File: src/rtl/core_regs_consts.vh
// constants for the core status and pointer register bank
`ifndef CORE_REGS_CONSTS_VH
`define CORE_REGS_CONSTS_VH

// direct addresses of the special function space
`define SFR_SPACE_BASE      8'h80
`define ADDR_STACK_TOP      8'h81
`define ADDR_DPTR_LOW       8'h82
`define ADDR_DPTR_HIGH      8'h83
`define ADDR_STATUS_WORD    8'hD0
`define ADDR_PRIMARY_WORK   8'hE0
`define ADDR_SECONDARY_WORK 8'hF0

// reset values
`define RST_STACK_TOP       8'h07
`define RST_ZERO            8'h00

// status word field positions
`define SW_CARRY_BIT        7
`define SW_AUX_BIT          6
`define SW_USER0_BIT        5
`define SW_BANK_HI_BIT      4
`define SW_BANK_LO_BIT      3
`define SW_USER1_BIT        1

// writable bits of each register; bits 2 and 0 of the status word are reserved
`define MASK_ALL            8'hFF
`define MASK_STATUS_WORD    8'hFA
`define MASK_ALU_FLAGS      8'hC0
`define MASK_NONE           8'h00

// bit address layout: upper five bits name the byte, lower three the bit
`define BIT_BYTE_MASK       8'hF8
`define BIT_IDX_MSB         2
`define STACK_STEP          8'h01
`define BANK_BASE_PAD_HI    3'h0
`define BANK_BASE_PAD_LO    3'h0
`define READ_ZERO           8'h00

`endif

File: src/rtl/core_status_pointer_regs.v
// core register bank: stack top, data pointer, status word and work registers
`timescale 1ns/1ps
`include "core_regs_consts.vh"

module core_status_pointer_regs (
    // clock and reset
    input  wire        clk_sys_in,
    input  wire        rst_n_in,
    // direct byte access
    input  wire        byte_wr_in,
    input  wire        byte_rd_in,
    input  wire [7:0]  byte_addr_in,
    input  wire [7:0]  byte_wdata_in,
    // direct bit access
    input  wire        bit_wr_in,
    input  wire        bit_rd_in,
    input  wire [7:0]  bit_addr_in,
    input  wire        bit_wdata_in,
    // arithmetic flag update
    input  wire        alu_flags_we_in,
    input  wire        alu_carry_in,
    input  wire        alu_aux_carry_in,
    // stack movement
    input  wire        stack_push_in,
    input  wire        stack_pop_in,
    // read answers
    output reg  [7:0]  rd_data_out,
    output reg         rd_valid_out,
    output reg         rd_reserved_out,
    output reg         bit_rd_data_out,
    output reg         bit_rd_valid_out,
    output reg         bit_rd_reserved_out,
    // register contents
    output wire [7:0]  stack_top_pointer_out,
    output wire [15:0] data_pointer_out,
    output wire [7:0]  program_status_word_out,
    output wire [7:0]  primary_work_register_out,
    output wire [7:0]  secondary_work_register_out,
    // status word fields
    output wire        carry_flag_out,
    output wire        aux_carry_flag_out,
    output wire        user_flag_zero_out,
    output wire        user_flag_one_out,
    output wire [1:0]  bank_select_out,
    output wire [7:0]  reg_bank_base_out
);
    wire [7:0] stack_top_pointer;
    wire [7:0] data_pointer_low;
    wire [7:0] data_pointer_high;
    wire [7:0] program_status_word;
    wire [7:0] primary_work_register;
    wire [7:0] secondary_work_register;

    // below 0x80 a direct address is data memory, not this bank
    wire       byte_in_space = (byte_addr_in >= `SFR_SPACE_BASE);
    wire       bit_in_space  = (bit_addr_in >= `SFR_SPACE_BASE);
    wire [7:0] bit_byte_addr = bit_addr_in & `BIT_BYTE_MASK;
    wire [2:0] bit_idx       = bit_addr_in[`BIT_IDX_MSB:0];

    wire we_stack  = byte_wr_in && byte_in_space && (byte_addr_in == `ADDR_STACK_TOP);
    wire we_dpl    = byte_wr_in && byte_in_space && (byte_addr_in == `ADDR_DPTR_LOW);
    wire we_dph    = byte_wr_in && byte_in_space && (byte_addr_in == `ADDR_DPTR_HIGH);
    wire we_status = byte_wr_in && byte_in_space && (byte_addr_in == `ADDR_STATUS_WORD);
    wire we_prim   = byte_wr_in && byte_in_space && (byte_addr_in == `ADDR_PRIMARY_WORK);
    wire we_sec    = byte_wr_in && byte_in_space && (byte_addr_in == `ADDR_SECONDARY_WORK);

    // only the registers at 0xD0, 0xE0 and 0xF0 accept bit writes
    wire bw_status = bit_wr_in && bit_in_space && (bit_byte_addr == `ADDR_STATUS_WORD);
    wire bw_prim   = bit_wr_in && bit_in_space && (bit_byte_addr == `ADDR_PRIMARY_WORK);
    wire bw_sec    = bit_wr_in && bit_in_space && (bit_byte_addr == `ADDR_SECONDARY_WORK);

    // pre-increment on push, post-decrement on pop; both at once cancel
    reg  [7:0] stack_hw_mask;
    reg  [7:0] stack_hw_val;
    always @*
    begin
        stack_hw_mask = `MASK_NONE;
        stack_hw_val  = stack_top_pointer;
        if (stack_push_in && !stack_pop_in)
        begin
            stack_hw_mask = `MASK_ALL;
            stack_hw_val  = stack_top_pointer + `STACK_STEP;
        end
        else if (stack_pop_in && !stack_push_in)
        begin
            stack_hw_mask = `MASK_ALL;
            stack_hw_val  = stack_top_pointer - `STACK_STEP;
        end
    end

    // hardware touches only carry and aux carry; user flags and bank bits stay software-only
    wire [7:0] status_hw_mask = alu_flags_we_in ? `MASK_ALU_FLAGS : `MASK_NONE;
    wire [7:0] status_hw_val  = {alu_carry_in, alu_aux_carry_in, 6'h00};

    sfr_byte_reg #(
        .RESET_VAL  (`RST_STACK_TOP),
        .WRITE_MASK (`MASK_ALL),
        .BIT_ACCESS (0)
    ) u_stack_top (
        .clk_sys_in   (clk_sys_in),
        .rst_n_in     (rst_n_in),
        .byte_we_in   (we_stack),
        .byte_data_in (byte_wdata_in),
        .bit_we_in    (1'b0),
        .bit_idx_in   (bit_idx),
        .bit_val_in   (bit_wdata_in),
        .hw_mask_in   (stack_hw_mask),
        .hw_val_in    (stack_hw_val),
        .value_out    (stack_top_pointer)
    );

    sfr_byte_reg #(
        .RESET_VAL  (`RST_ZERO),
        .WRITE_MASK (`MASK_ALL),
        .BIT_ACCESS (0)
    ) u_dptr_low (
        .clk_sys_in   (clk_sys_in),
        .rst_n_in     (rst_n_in),
        .byte_we_in   (we_dpl),
        .byte_data_in (byte_wdata_in),
        .bit_we_in    (1'b0),
        .bit_idx_in   (bit_idx),
        .bit_val_in   (bit_wdata_in),
        .hw_mask_in   (`MASK_NONE),
        .hw_val_in    (`RST_ZERO),
        .value_out    (data_pointer_low)
    );

    sfr_byte_reg #(
        .RESET_VAL  (`RST_ZERO),
        .WRITE_MASK (`MASK_ALL),
        .BIT_ACCESS (0)
    ) u_dptr_high (
        .clk_sys_in   (clk_sys_in),
        .rst_n_in     (rst_n_in),
        .byte_we_in   (we_dph),
        .byte_data_in (byte_wdata_in),
        .bit_we_in    (1'b0),
        .bit_idx_in   (bit_idx),
        .bit_val_in   (bit_wdata_in),
        .hw_mask_in   (`MASK_NONE),
        .hw_val_in    (`RST_ZERO),
        .value_out    (data_pointer_high)
    );

    sfr_byte_reg #(
        .RESET_VAL  (`RST_ZERO),
        .WRITE_MASK (`MASK_STATUS_WORD),
        .BIT_ACCESS (1)
    ) u_status_word (
        .clk_sys_in   (clk_sys_in),
        .rst_n_in     (rst_n_in),
        .byte_we_in   (we_status),
        .byte_data_in (byte_wdata_in),
        .bit_we_in    (bw_status),
        .bit_idx_in   (bit_idx),
        .bit_val_in   (bit_wdata_in),
        .hw_mask_in   (status_hw_mask),
        .hw_val_in    (status_hw_val),
        .value_out    (program_status_word)
    );

    sfr_byte_reg #(
        .RESET_VAL  (`RST_ZERO),
        .WRITE_MASK (`MASK_ALL),
        .BIT_ACCESS (1)
    ) u_primary_work (
        .clk_sys_in   (clk_sys_in),
        .rst_n_in     (rst_n_in),
        .byte_we_in   (we_prim),
        .byte_data_in (byte_wdata_in),
        .bit_we_in    (bw_prim),
        .bit_idx_in   (bit_idx),
        .bit_val_in   (bit_wdata_in),
        .hw_mask_in   (`MASK_NONE),
        .hw_val_in    (`RST_ZERO),
        .value_out    (primary_work_register)
    );

    sfr_byte_reg #(
        .RESET_VAL  (`RST_ZERO),
        .WRITE_MASK (`MASK_ALL),
        .BIT_ACCESS (1)
    ) u_secondary_work (
        .clk_sys_in   (clk_sys_in),
        .rst_n_in     (rst_n_in),
        .byte_we_in   (we_sec),
        .byte_data_in (byte_wdata_in),
        .bit_we_in    (bw_sec),
        .bit_idx_in   (bit_idx),
        .bit_val_in   (bit_wdata_in),
        .hw_mask_in   (`MASK_NONE),
        .hw_val_in    (`RST_ZERO),
        .value_out    (secondary_work_register)
    );

    // byte read decode; anything unclaimed reads zero and is flagged reserved
    reg [7:0] rd_data_next;
    reg       rd_reserved_next;
    always @*
    begin
        rd_data_next     = `READ_ZERO;
        rd_reserved_next = 1'b0;
        if (!byte_in_space)
            rd_reserved_next = 1'b1;
        else if (byte_addr_in == `ADDR_STACK_TOP)
            rd_data_next = stack_top_pointer;
        else if (byte_addr_in == `ADDR_DPTR_LOW)
            rd_data_next = data_pointer_low;
        else if (byte_addr_in == `ADDR_DPTR_HIGH)
            rd_data_next = data_pointer_high;
        else if (byte_addr_in == `ADDR_STATUS_WORD)
            rd_data_next = program_status_word;
        else if (byte_addr_in == `ADDR_PRIMARY_WORK)
            rd_data_next = primary_work_register;
        else if (byte_addr_in == `ADDR_SECONDARY_WORK)
            rd_data_next = secondary_work_register;
        else
            rd_reserved_next = 1'b1;
    end

    // bit read decode; only bit-addressable bytes answer
    reg bit_data_next;
    reg bit_reserved_next;
    always @*
    begin
        bit_data_next     = 1'b0;
        bit_reserved_next = 1'b0;
        if (!bit_in_space)
            bit_reserved_next = 1'b1;
        else if (bit_byte_addr == `ADDR_STATUS_WORD)
            bit_data_next = program_status_word[bit_idx];
        else if (bit_byte_addr == `ADDR_PRIMARY_WORK)
            bit_data_next = primary_work_register[bit_idx];
        else if (bit_byte_addr == `ADDR_SECONDARY_WORK)
            bit_data_next = secondary_work_register[bit_idx];
        else
            bit_reserved_next = 1'b1;
    end

    // read answers are registered one cycle after the request
    always @(posedge clk_sys_in)
    begin
        if (!rst_n_in)
        begin
            rd_data_out         <= `READ_ZERO;
            rd_valid_out        <= 1'b0;
            rd_reserved_out     <= 1'b0;
            bit_rd_data_out     <= 1'b0;
            bit_rd_valid_out    <= 1'b0;
            bit_rd_reserved_out <= 1'b0;
        end
        else
        begin
            rd_valid_out        <= byte_rd_in;
            rd_data_out         <= byte_rd_in ? rd_data_next : `READ_ZERO;
            rd_reserved_out     <= byte_rd_in && rd_reserved_next;
            bit_rd_valid_out    <= bit_rd_in;
            bit_rd_data_out     <= bit_rd_in && bit_data_next;
            bit_rd_reserved_out <= bit_rd_in && bit_reserved_next;
        end
    end

    // content outputs are taken straight from the register flops
    assign stack_top_pointer_out       = stack_top_pointer;
    assign data_pointer_out            = {data_pointer_high, data_pointer_low};
    assign program_status_word_out     = program_status_word;
    assign primary_work_register_out   = primary_work_register;
    assign secondary_work_register_out = secondary_work_register;
    assign carry_flag_out              = program_status_word[`SW_CARRY_BIT];
    assign aux_carry_flag_out          = program_status_word[`SW_AUX_BIT];
    assign user_flag_zero_out          = program_status_word[`SW_USER0_BIT];
    assign user_flag_one_out           = program_status_word[`SW_USER1_BIT];
    assign bank_select_out             = {program_status_word[`SW_BANK_HI_BIT],
                                          program_status_word[`SW_BANK_LO_BIT]};
    assign reg_bank_base_out           = {`BANK_BASE_PAD_HI, bank_select_out,
                                          `BANK_BASE_PAD_LO};
endmodule // core_status_pointer_regs

File: src/rtl/sfr_byte_reg.v
// one byte-wide register with byte, bit and hardware update ports
`timescale 1ns/1ps
module sfr_byte_reg #(
    parameter [7:0] RESET_VAL  = 8'h00,
    parameter [7:0] WRITE_MASK = 8'hFF,
    parameter       BIT_ACCESS = 0
) (
    // clock and reset
    input  wire       clk_sys_in,
    input  wire       rst_n_in,
    // software byte write
    input  wire       byte_we_in,
    input  wire [7:0] byte_data_in,
    // software single-bit write
    input  wire       bit_we_in,
    input  wire [2:0] bit_idx_in,
    input  wire       bit_val_in,
    // hardware update of selected bits
    input  wire [7:0] hw_mask_in,
    input  wire [7:0] hw_val_in,
    // stored value
    output wire [7:0] value_out
);
    reg [7:0] value_reg;
    reg [7:0] value_next;

    always @*
    begin
        value_next = (value_reg & ~hw_mask_in) | (hw_val_in & hw_mask_in);
        // software comes last so an explicit write beats a hardware update
        if (byte_we_in)
        begin
            value_next = byte_data_in;
        end
        if (bit_we_in && (BIT_ACCESS != 0))
        begin
            value_next[bit_idx_in] = bit_val_in;
        end
        // reserved bits never leave zero
        value_next = value_next & WRITE_MASK;
    end

    always @(posedge clk_sys_in)
    begin
        if (!rst_n_in)
        begin
            value_reg <= RESET_VAL & WRITE_MASK;
        end
        else
        begin
            value_reg <= value_next;
        end
    end

    assign value_out = value_reg;
endmodule // sfr_byte_reg

File: config.mk
export PLATFORM = sky130hd
export DESIGN_NAME = core_status_pointer_regs
export DESIGN_NICKNAME = d
export VERILOG_FILES = /design/src/rtl/core_status_pointer_regs.v /design/src/rtl/sfr_byte_reg.v
export VERILOG_INCLUDE_DIRS = /design/src /design/src/rtl
export SDC_FILE = /design/constraint.sdc
export NUM_CORES = 1
export LEC_CHECK = 0
export ABC_CLOCK_PERIOD_IN_PS = 3300
export BUFFER_PORTS_ARGS = -buffer_cell sky130_fd_sc_hd__buf_4
export CORE_MARGIN = 4
export CORE_UTILIZATION = 43
export CTS_BUF_LIST = sky130_fd_sc_hd__clkbuf_16
export DETAILED_ROUTE_END_ITERATION = 8
export GPL_ROUTABILITY_DRIVEN = 0
export PLACE_DENSITY = 0.69
export SETUP_SLACK_MARGIN = 0.4
export SLEW_MARGIN = 15
export SYNTH_ARGS = -nofsm -noshare
export SYNTH_HDL_FRONTEND = slang
export SYNTH_SLANG_ARGS = --single-unit
File: constraint.sdc
create_clock -name clk_sys_in -period 3.3 [get_ports clk_sys_in]
set_input_delay 0.33 -clock clk_sys_in [delete_from_list [all_inputs] [get_ports clk_sys_in]]
set_output_delay 0.33 -clock clk_sys_in [all_outputs]
set_load 0.05 [all_outputs]
# Word-level counts from Yosys, hierarchy flattened
# Index checks and enable logic that the tools add are counted.
# classes
addsub,2
n_lt_le_gt_ge,4
eq_ne,9
muxes,44
bitwise_logic,8
n_reduce_logical,20
# ops
op,count
$mux 8,18
$eq 8x8->1 const B,6
$and 8x8->8,4
$bwmux 8,3
$mux 1,19
$logic_and 1x1->1,17
$ge 8x8->1 const B,2
$not 8->8,2
$or 8x8->8,2
$eq 5x5->1 const B,3
$bmux 1 s3,3
$add 8x1->8 const B,1
$sub 8x1->8 const B,1
$lt 3x4->1 const B,1
$demux 1 s3,1
$ge 3x1->1 const B,1
$reduce_and 3->1,1
$logic_not 1->1,2
# totals
register_bits,61
word_cells,100

# Depth between registers and ports, before layout
# Gate-level depths: netlist of the first run.
# depth
word_depth,9
ltp_mapped,8
depth_no_buf,7

# By module
# From an unflattened synthesis of the first run, not the netlist that was laid out.
# unflattened
cells_unflattened,439
hier_area_um2,4135.2
# modules_own_cells
module,instances,cells_per_inst,area_per_inst_um2,seq_area_each_um2
core_status_pointer_regs,1,191,1527.7,260.2
sfr_byte_reg at u_primary_work ...,2,51,466.7,160.2
sfr_byte_reg at u_dptr_high ...,2,34,424.2,160.2
sfr_byte_reg at u_stack_top,1,35,414.1,160.2
sfr_byte_reg at u_status_word,1,43,411.6,120.1

# Worst setup path before layout of the first run
# Ideal clock, no wire load.
# synth_path
kind,reg-to-reg
startpoint,register with a tool-made name
endpoint,register with a tool-made name
setup_ns,0.129
t_arrival_ns,1.833
t_required_ns,3.171
slack_ns,1.339
path_stages_with_launch,7
n_path_buf,1
synth_period_minus_slack_ns,1.961
cell_sequence,dfxtp_1 buf_2 or4_1 nor4_2 xor2_1 a221oi_1 a211oi_1

==> results.py, run 1 <==
metrics = {
    "status": {
        "status": "finished clean",
    },
    "power_and_ir_drop": {
        "ir_worst_vdd_uv": 241,
        "powerDensity_nw_per_um2": 438,
        "totalPowerFinal_w": 0.00204,
        "p_leak_nw": 2.03,
    },
    "floorplanning": {
        "die_y_microns": 99.9,
        "start_util_pct": 44.2,
        "die_w_microns": 99.9,
        "ios": 111,
        "rows": 33,
        "core_sq_um": 8220,
        "die_area_sq_um": 9980,
    },
    "yosys": {
        "synth_area_sq_um": 3630,
        "ys_seq_area_share_pct": 32.5,
        "syn_avg_cell_area_sq_um": 8.05,
        "synth-edff-count": 0,
        "ys_ff_latch": 59,
        "synthTopCellsByCount": "dfxtp_1, nand2_1, mux2i_1",
        "synth.most_common_cell": "dfxtp_1",
        "yosysWarnings": 0,
        "async_flop_share_pct": 0,
        "syn_inst": 451,
        "synth.area.top_cells": "dfxtp_1, mux2i_1, a21oi_1, o21ai_0, nand2_1",
        "synth_top_area_cell": "dfxtp_1",
        "yosysUniqueCellTypes": 56,
        "ys.flop_type": "dfxtp_1",
        "synth_top_cell_area_share_pct": 32.5,
    },
    "final_layout": {
        "syn_to_final_growth_pct": 28.0,
        "seq_area_sq_um": 1180,
        "multiInputGateArea_sq_um": 2190,
        "nNetsFinal": 567,
        "nFillCells": 762,
        "drive_above_1_share_pct": 24.6,
        "antenna_cells": 0,
    },
    "cts": {
        "ctsLongestPathBuffers": 2,
        "numClockSinks": 59,
        "post_cts_resize_count": 0,
        "root_buffer": "clkbuf_16",
        "insertion_delay_ps": 330,
        "cts_hold_buf": 0,
        "cts_buffers": 9,
        "htree_levels": 3,
        "cts.clk_slew.worst_paths_ps": 50,
        "postCtsSetupRepairBufs": 0,
        "cts_tree": "built",
    },
    "global_route": {
        "top_usage_layer": "met2",
        "grt_pass1_wl_microns": 17600,
        "use_met1_pct": 28.2,
        "antenna_found_initial": 0,
        "track_usage_pct": 22.4,
        "grt_max_degree": 35,
        "grtUsageMet3_pct": 4.66,
        "grt_pass1_vias": 3428,
        "use_met2_pct": 38.3,
        "grt_overflow": 0,
    },
    "sta": {
        "rsz0062_at_grt": "no",
        "layout_min_cycle_time_ps": 1860,
        "fin_crit_sh_pct": 56.3,
        "final.setup_skew_ps": 5.72,
        "setup_tns_ps": 0,
        "finalSetupViolCount": 0,
        "worst_pin_slew_ps": 1150,
        "hold_viol_final": 0,
        "slew_headroom_pct": 23.0,
        "max_freq_mhz": 538,
        "worst_hold_slack_ps": 256,
        "slew_viol_final": 0,
    },
    "setup_path": {
        "crit_slowest_cell": "or4_1",
        "critPathMaxFanout": 9,
        "cp.required_ps": 3490,
        "path_class": "reg -> reg",
        "cp.arrival_ps": 2050,
        "cpPeakStageDelay_ps": 610,
        "cp-end-kind": "register",
        "start_kind": "register",
        "worstPathCellList": "or4_1 -> nor4_2 -> xor2_1 -> a221oi_1 -> a211oi_1",
    },
    "flow_run": {
        "max_cap_viol_count": 0,
    },
    "routing": {
        "routed_wl_microns": 11400,
        "remaining_drc_errors": 0,
        "routed_via_density": 5.72,
        "drt-initial-drc-count": 172,
        "num_vias": 3646,
        "antenna_left": 0,
        "wl_per_cell_microns": 18.0,
        "firstDrtPassIters": 4,
    },
    "min_path": {
        "hp-class": "in -> reg",
    },
    "placement": {
        "port_buffers": 102,
        "dp_hpwl_microns": 8490,
    },
}
[cell type report]
cell class,instances,area share [%]
inverter,13,1.05
clock inverter,7,2.18
tap,105,2.83
timing repair buffer,102,16.5
sequential,59,25.4
multi-input combinational,342,47.2
clock buffer,9,4.85
[power by group]
group          internal (W)  switching (W)  total, W
sequential         0.000724      0.0000204  0.000744
combinational     0.0000928       0.000184  0.000277
clock              0.000665       0.000349   0.00101
[metal layers]
| layer | wire length [microns] | part of all wire, % | vias to the layer above |
|---|---|---|---|
| met5 | 0 | 0 | - |
| met4 | 167 | 1.5 | 0 |
| met3 | 820 | 7.2 | 15 |
| met2 | 5670 | 50 | 136 |
| met1 | 4780 | 42 | 1737 |
| li1 | - | - | 1758 |
[final timing paths]
check                                              start                  endpoint  slack [ps]  depth (start not counted)
worst max-delay path                            register                  register        1440                          5
worst min-delay path                           bit_rd_in          bit_rd_valid_out         260                          2
worst max register to register                  register                  register        1440                          5
worst min register to register  u_dptr_high.value_out[7]  u_dptr_high.value_out[7]         550                          2
[worst max-delay path: cells and delay by family, from the launching register on]
family          cells  cell delay [ps]
compound gates      2              410
xor+xnor            1              110
flops               1              400
simple gates        2              800
[kinds of logic (layout without fill, tap and decap cells)]
logic type,Yosys count,count (layout),share of synthesized area (%)
adders and majority gates,4,4,1.38
and+or+nand+nor,156,156,22.3
DFF,59,59,32.5
muxes,49,49,14.9
buffers and inverters,57,131,7.82
AOI/OAI and AO/OA,122,122,20.2
xor gates and xnor gates,3,3,0.724
other,1,8,0.103
[cells in the final DEF, fill, tap and decap left out, types with 7 or more instances in the layout]
cell type  synthesis  final
a21oi_1           40     40
buf_4             17    102
clkbuf_16          0      9
conb_1             1      8
dfxtp_1           59     59
inv_1             12     12
mux2i_1           45     45
nand2_1           49     49
nand3_1            7      7
nor2_1            42     42
nor3_1             8      8
o21ai_0           37     37
[metrics by stage]
stage	setup WS [ps]	cells	util, %	area (sq um)
floorplan	1340	458	-	3660
global placement	1270	621	52.6	4320
detailed placement	1230	621	52.6	4320
CTS	1430	637	56.5	4640
global route	1290	637	56.5	4640
finish	1440	637	56.5	4640
Note: power is estimated with default switching activity, not from simulation.
==> run 2: changes to the inputs <==
Settings changed: ABC_CLOCK_PERIOD_IN_PS 3300 to 1850.
Clock period 3.3 ns to 1.85 ns, I/O delays scaled along.
==> run 2 against run 1 <==
Effect of this change: sequential cell count unchanged; design area increased by 6.5%; first-iteration DRC count grew 36%; via count grew 6.5%; count of clock-buffer cells in the layout is 1 higher; final cell count rose by 4.1%; critical path depth up 3; largest cell class unchanged; largest power group unchanged.
==> results.py, run 2 (synthesized netlist as in run 1, its figures left out) <==
metrics = {
    "status": {
        "status": "finished clean",
    },
    "cts": {
        "cts_hold_buf": 0,
        "cts_buffers": 9,
        "ctsLongestPathBuffers": 2,
        "cts.clk_slew.worst_paths_ps": 50,
        "root_buffer": "clkbuf_16",
        "htree_levels": 3,
        "cts_tree": "built",
        "numClockSinks": 59,
        "insertion_delay_ps": 320,
    },
    "sta": {
        "layout_min_cycle_time_ps": 1630,
        "max_freq_mhz": 613,
        "hold_viol_final": 0,
        "final.setup_skew_ps": 8.23,
        "setup_tns_ps": 0,
        "fin_crit_sh_pct": 88.1,
        "slew_viol_final": 0,
        "finalSetupViolCount": 0,
        "rsz0062_at_grt": "yes",
    },
    "global_route": {
        "grt_pass1_vias": 3529,
        "antenna_found_initial": 0,
        "grt_pass1_wl_microns": 19400,
        "grt_overflow": 0,
        "grt_max_degree": 24,
        "track_usage_pct": 24.7,
    },
    "setup_path": {
        "crit_slowest_cell": "dfxtp_4",
        "reg2reg_slack_ps": 220,
        "worstPathCellList": "buf_4 -> inv_2 -> ha_2 -> nor3b_4 -> nand3_1 -> a21oi_1 -> o32ai_1 -> o21ai_1",
        "cp-end-kind": "register",
        "start_kind": "register",
        "r2r_cells": 8,
        "critPathMaxFanout": 8,
        "cp.required_ps": 2100,
        "path_class": "reg -> reg",
        "cp.arrival_ps": 1880,
        "cpPeakStageDelay_ps": 350,
    },
    "final_layout": {
        "final_cell_mix": "buf_4, nand2_1, mux2i_1, dfxtp_1, nor2_1",
        "multiInputGateArea_sq_um": 2310,
        "seq_area_sq_um": 1210,
        "nNetsFinal": 593,
        "drive_above_1_share_pct": 33.7,
        "layoutNonFillerInstCount": 663,
        "antenna_cells": 0,
        "syn_to_final_growth_pct": 36.3,
        "nFillCells": 737,
        "final_common_cell": "buf_4",
    },
    "routing": {
        "antenna_left": 0,
        "highest_layer": "met4",
        "wl_met1_microns": 5440,
        "num_vias": 3882,
        "drt-initial-drc-count": 234,
        "routed_via_density": 5.86,
        "routed_wl_microns": 12600,
        "dr_wl_met2_microns": 5960,
        "wl_per_cell_microns": 19.0,
        "firstDrtPassIters": 5,
        "remaining_drc_errors": 0,
        "wl_met3_microns": 1000,
    },
    "floorplanning": {
        "die_y_microns": 99.9,
        "rows": 33,
        "die_area_sq_um": 9980,
        "ios": 111,
        "die_w_microns": 99.9,
        "start_util_pct": 44.2,
        "core_sq_um": 8220,
    },
    "placement": {
        "dp_hpwl_microns": 9080,
        "placed_cells": 640,
        "port_buffers": 102,
    },
    "power_and_ir_drop": {
        "p_leak_nw": 2.18,
        "powerDensity_nw_per_um2": 696,
        "totalPowerFinal_w": 0.00344,
        "ir_worst_vdd_uv": 517,
    },
    "min_path": {
        "hold_depth": 2,
        "hp-class": "in -> reg",
        "holdCritStartpoint": "bit_addr_in[3]",
        "holdPathEnd": "bit_rd_reserved_out",
    },
    "flow_run": {
        "max_cap_viol_count": 0,
    },
}
## run 2: changes by cell type in the layout (fill, tap and decap cells not counted), sizes merged
cell and delta:
clkinvlp -1, clkbuf +1, bufinv -2, inv -1
clkinv +3, buf +26
## run 2: per-stage QoR
| stage | hold WS [ps] | area [sq um] | setup slack [ps] | util, % |
|---|---|---|---|---|
| after floorplan | 309 | 3740 | 77.5 | - |
| final | 114 | 4950 | 220 | 60.2 |
| after global placement | 447 | 4530 | 49.3 | 55.1 |
| after detailed placement | 449 | 4530 | 13.8 | 55.1 |
| after CTS | 111 | 4870 | 212 | 59.3 |
| after global routing | 125 | 4950 | 101 | 60.2 |
## run 2: how the worst max path moves through the flow
stage / from / end / slack (ps) / cells past startpoint
final: register / register / 220 / 8
after global routing: register / register / 100 / 8
after CTS: register / register / 210 / 5
after detailed placement: byte_addr_in[1] / u_status_word.value_out[6] / 10 / 5
after global placement: byte_addr_in[2] / u_secondary_work.value_out[1] / 50 / 6
after floorplan: register / register / 80 / 6
## run 2: worst max-delay path, delay by kind of cell, from the launching register on
kind,cells,cell delay [ps]
fa+ha+maj,1,180
flops,1,350
compound gates,3,430
simple gates,2,370
buf+inv,2,230
## run 2: metal layers
layer	track usage, %	vias to the layer above
met1	33.0	1872
li1	-	1816
met3	5.42	20
met4	7.56	0
met2	39.8	174
met5	0	-
## run 2: cell type report
| class | count | area share (%) |
|---|---|---|
| Tap cell | 105 | 2.66 |
| Clock buffer | 10 | 5.06 |
| Multi-Input combinational cell | 342 | 46.6 |
| Timing Repair Buffer | 128 | 19.7 |
| Inverter | 13 | 0.987 |
| Sequential cell | 59 | 24.4 |
| Clock inverter | 6 | 0.582 |
## run 2: report_power, final
part,switching (W),internal [W]
registers,0.0000246,0.00129
logic,0.000380,0.000204
clock network,0.000573,0.000967
total,0.000978,0.00247
## run 2: what timing repair did
item                                    4_1_cts  5_1_grt
pin swaps                                    12        6
endpoints found under the setup margin       15       25
gates resized for setup                      12        9
hold endpoints to repair                      0        0
buffers inserted                              3        4
==> run 3: changes to the inputs <==
Settings changed: ABC_CLOCK_PERIOD_IN_PS 1850 to 1500.
Clock period 1.85 ns to 1.5 ns, I/O delays scaled along.
==> run 3 against run 2 <==
Effect of this change: the run now ends with negative setup slack left; clock power grew 13%; clock skew down 2.5 ps; register-to-register slack got worse by 340 ps; maximum frequency grew 0.71%; die area is the same; largest cell class unchanged; highest routed layer unchanged.
==> results.py, run 3 (synthesized netlist as in run 1, its figures left out) <==
metrics = {
    "global_route": {
        "grt_max_degree": 23,
        "antenna_found_initial": 0,
        "grt_pass1_wl_microns": 19500,
        "track_usage_pct": 25.0,
        "grt_pass1_vias": 3803,
        "grt_overflow": 0,
    },
    "sta": {
        "slew_viol_final": 0,
        "final.setup_skew_ps": 5.70,
        "worst_slack_ps": -119,
        "max_freq_mhz": 618,
        "rsz0062_at_grt": "yes",
        "worst_hold_slack_ps": 83.9,
        "fin_crit_sh_pct": 108,
        "finalSetupViolCount": 3,
        "hold_viol_final": 0,
        "layout_min_cycle_time_ps": 1620,
    },
    "routing": {
        "drt-initial-drc-count": 287,
        "routed_wl_microns": 13000,
        "wl_per_cell_microns": 18.7,
        "antenna_left": 0,
        "num_vias": 4001,
        "remaining_drc_errors": 0,
        "firstDrtPassIters": 8,
        "routed_via_density": 5.76,
    },
    "floorplanning": {
        "core_sq_um": 8220,
        "ios": 111,
        "rows": 33,
        "die_w_microns": 99.9,
        "start_util_pct": 44.2,
        "die_y_microns": 99.9,
        "die_area_sq_um": 9980,
    },
    "setup_path": {
        "cp.arrival_ps": 1810,
        "cp.required_ps": 1700,
        "critPathMaxFanout": 3,
        "path_class": "reg -> reg",
        "start_kind": "register",
        "cp-end-kind": "register",
    },
    "placement": {
        "place_ws_ps": -214,
        "placed_cells": 670,
        "port_buffers": 102,
        "dp_hpwl_microns": 9280,
    },
    "power_and_ir_drop": {
        "p_leak_nw": 2.41,
        "ir_worst_vdd_uv": 518,
        "powerDensity_nw_per_um2": 757,
    },
    "cts": {
        "cts_hold_buf": 0,
        "ctsLongestPathBuffers": 2,
        "root_buffer": "clkbuf_16",
        "cts.clk_slew.worst_paths_ps": 50,
        "cts_tree": "built",
        "cts_buffers": 9,
        "numClockSinks": 59,
        "htree_levels": 3,
        "insertion_delay_ps": 330,
    },
    "min_path": {
        "hp-class": "in -> reg",
    },
    "status": {
        "violations": "negative setup slack",
        "status": "finished with violations",
    },
    "final_layout": {
        "nNetsFinal": 625,
        "finish.utilization_pct": 68.1,
        "final_cell_mix": "buf_4, nand2_1, mux2i_1, nor2_1",
        "syn_to_final_growth_pct": 54.2,
        "multiInputGateArea_sq_um": 2490,
        "drive_above_1_share_pct": 45.4,
        "antenna_cells": 0,
        "final_common_cell": "buf_4",
        "seq_area_sq_um": 1260,
        "nFillCells": 661,
        "layoutNonFillerInstCount": 695,
    },
    "flow_run": {
        "max_cap_viol_count": 0,
    },
}
## run 3: critical path: stages (launching register included)
cell	delay, ps
dfxtp_2	320
or4_4	570
nor4_4	160
xor2_1	90
a221oi_1	240
a211oi_1	110
## run 3: path summary, 6_finish.rpt
path	end	slack, ps	cells past startpoint	from
setup / recovery	register	-120	5	register
hold / removal	bit_rd_valid_out	80	2	bit_rd_in
setup reg to reg	register	-120	5	register
hold reg to reg	u_dptr_low.value_out[0]	560	2	u_dptr_low.value_out[0]
## run 3: area by class of cell
| type | instances | share of cell area (%) |
|---|---|---|
| clock buffer | 9 | 4.03 |
| clock inverter | 7 | 0.514 |
| inverter | 13 | 0.917 |
| multi-input combinational | 342 | 44.5 |
| sequential | 59 | 22.5 |
| tap | 105 | 2.35 |
| timing repair buffer | 160 | 25.2 |
## run 3: power by group
part           switching (W)  internal, W  total, W
combinational       0.000522     0.000369  0.000891
sequential         0.0000242      0.00158   0.00160
clock               0.000665      0.00108   0.00174
total                0.00121      0.00302   0.00424
## run 3: metal layers
metal	vias up	routed length [microns]	global-route usage, %
li1	1882	-	-
met1	1912	5410	32.9
met2	183	6390	42.0
met3	24	940	4.31
met4	0	277	6.93
met5	-	0	0
## run 3: through the flow
| stage | TNS (ps) | cell area, sq um | power, W |
|---|---|---|---|
| after floorplan | -543 | 3860 | 0.00210 |
| after global placement | -2790 | 4840 | 0.00238 |
| after detailed placement | -3870 | 4840 | 0.00239 |
| after CTS | -192 | 5340 | 0.00419 |
| after global routing | -523 | 5600 | 0.00438 |
| final | -204 | 5600 | 0.00424 |
## run 3: timing repair
item | 4_1_cts | 5_1_grt
endpoints found under the setup margin | 66 | 71
buffers inserted | 5 | 4
hold endpoints to repair | 0 | 0
gates resized for setup | 57 | 57
pin swaps | 23 | 34
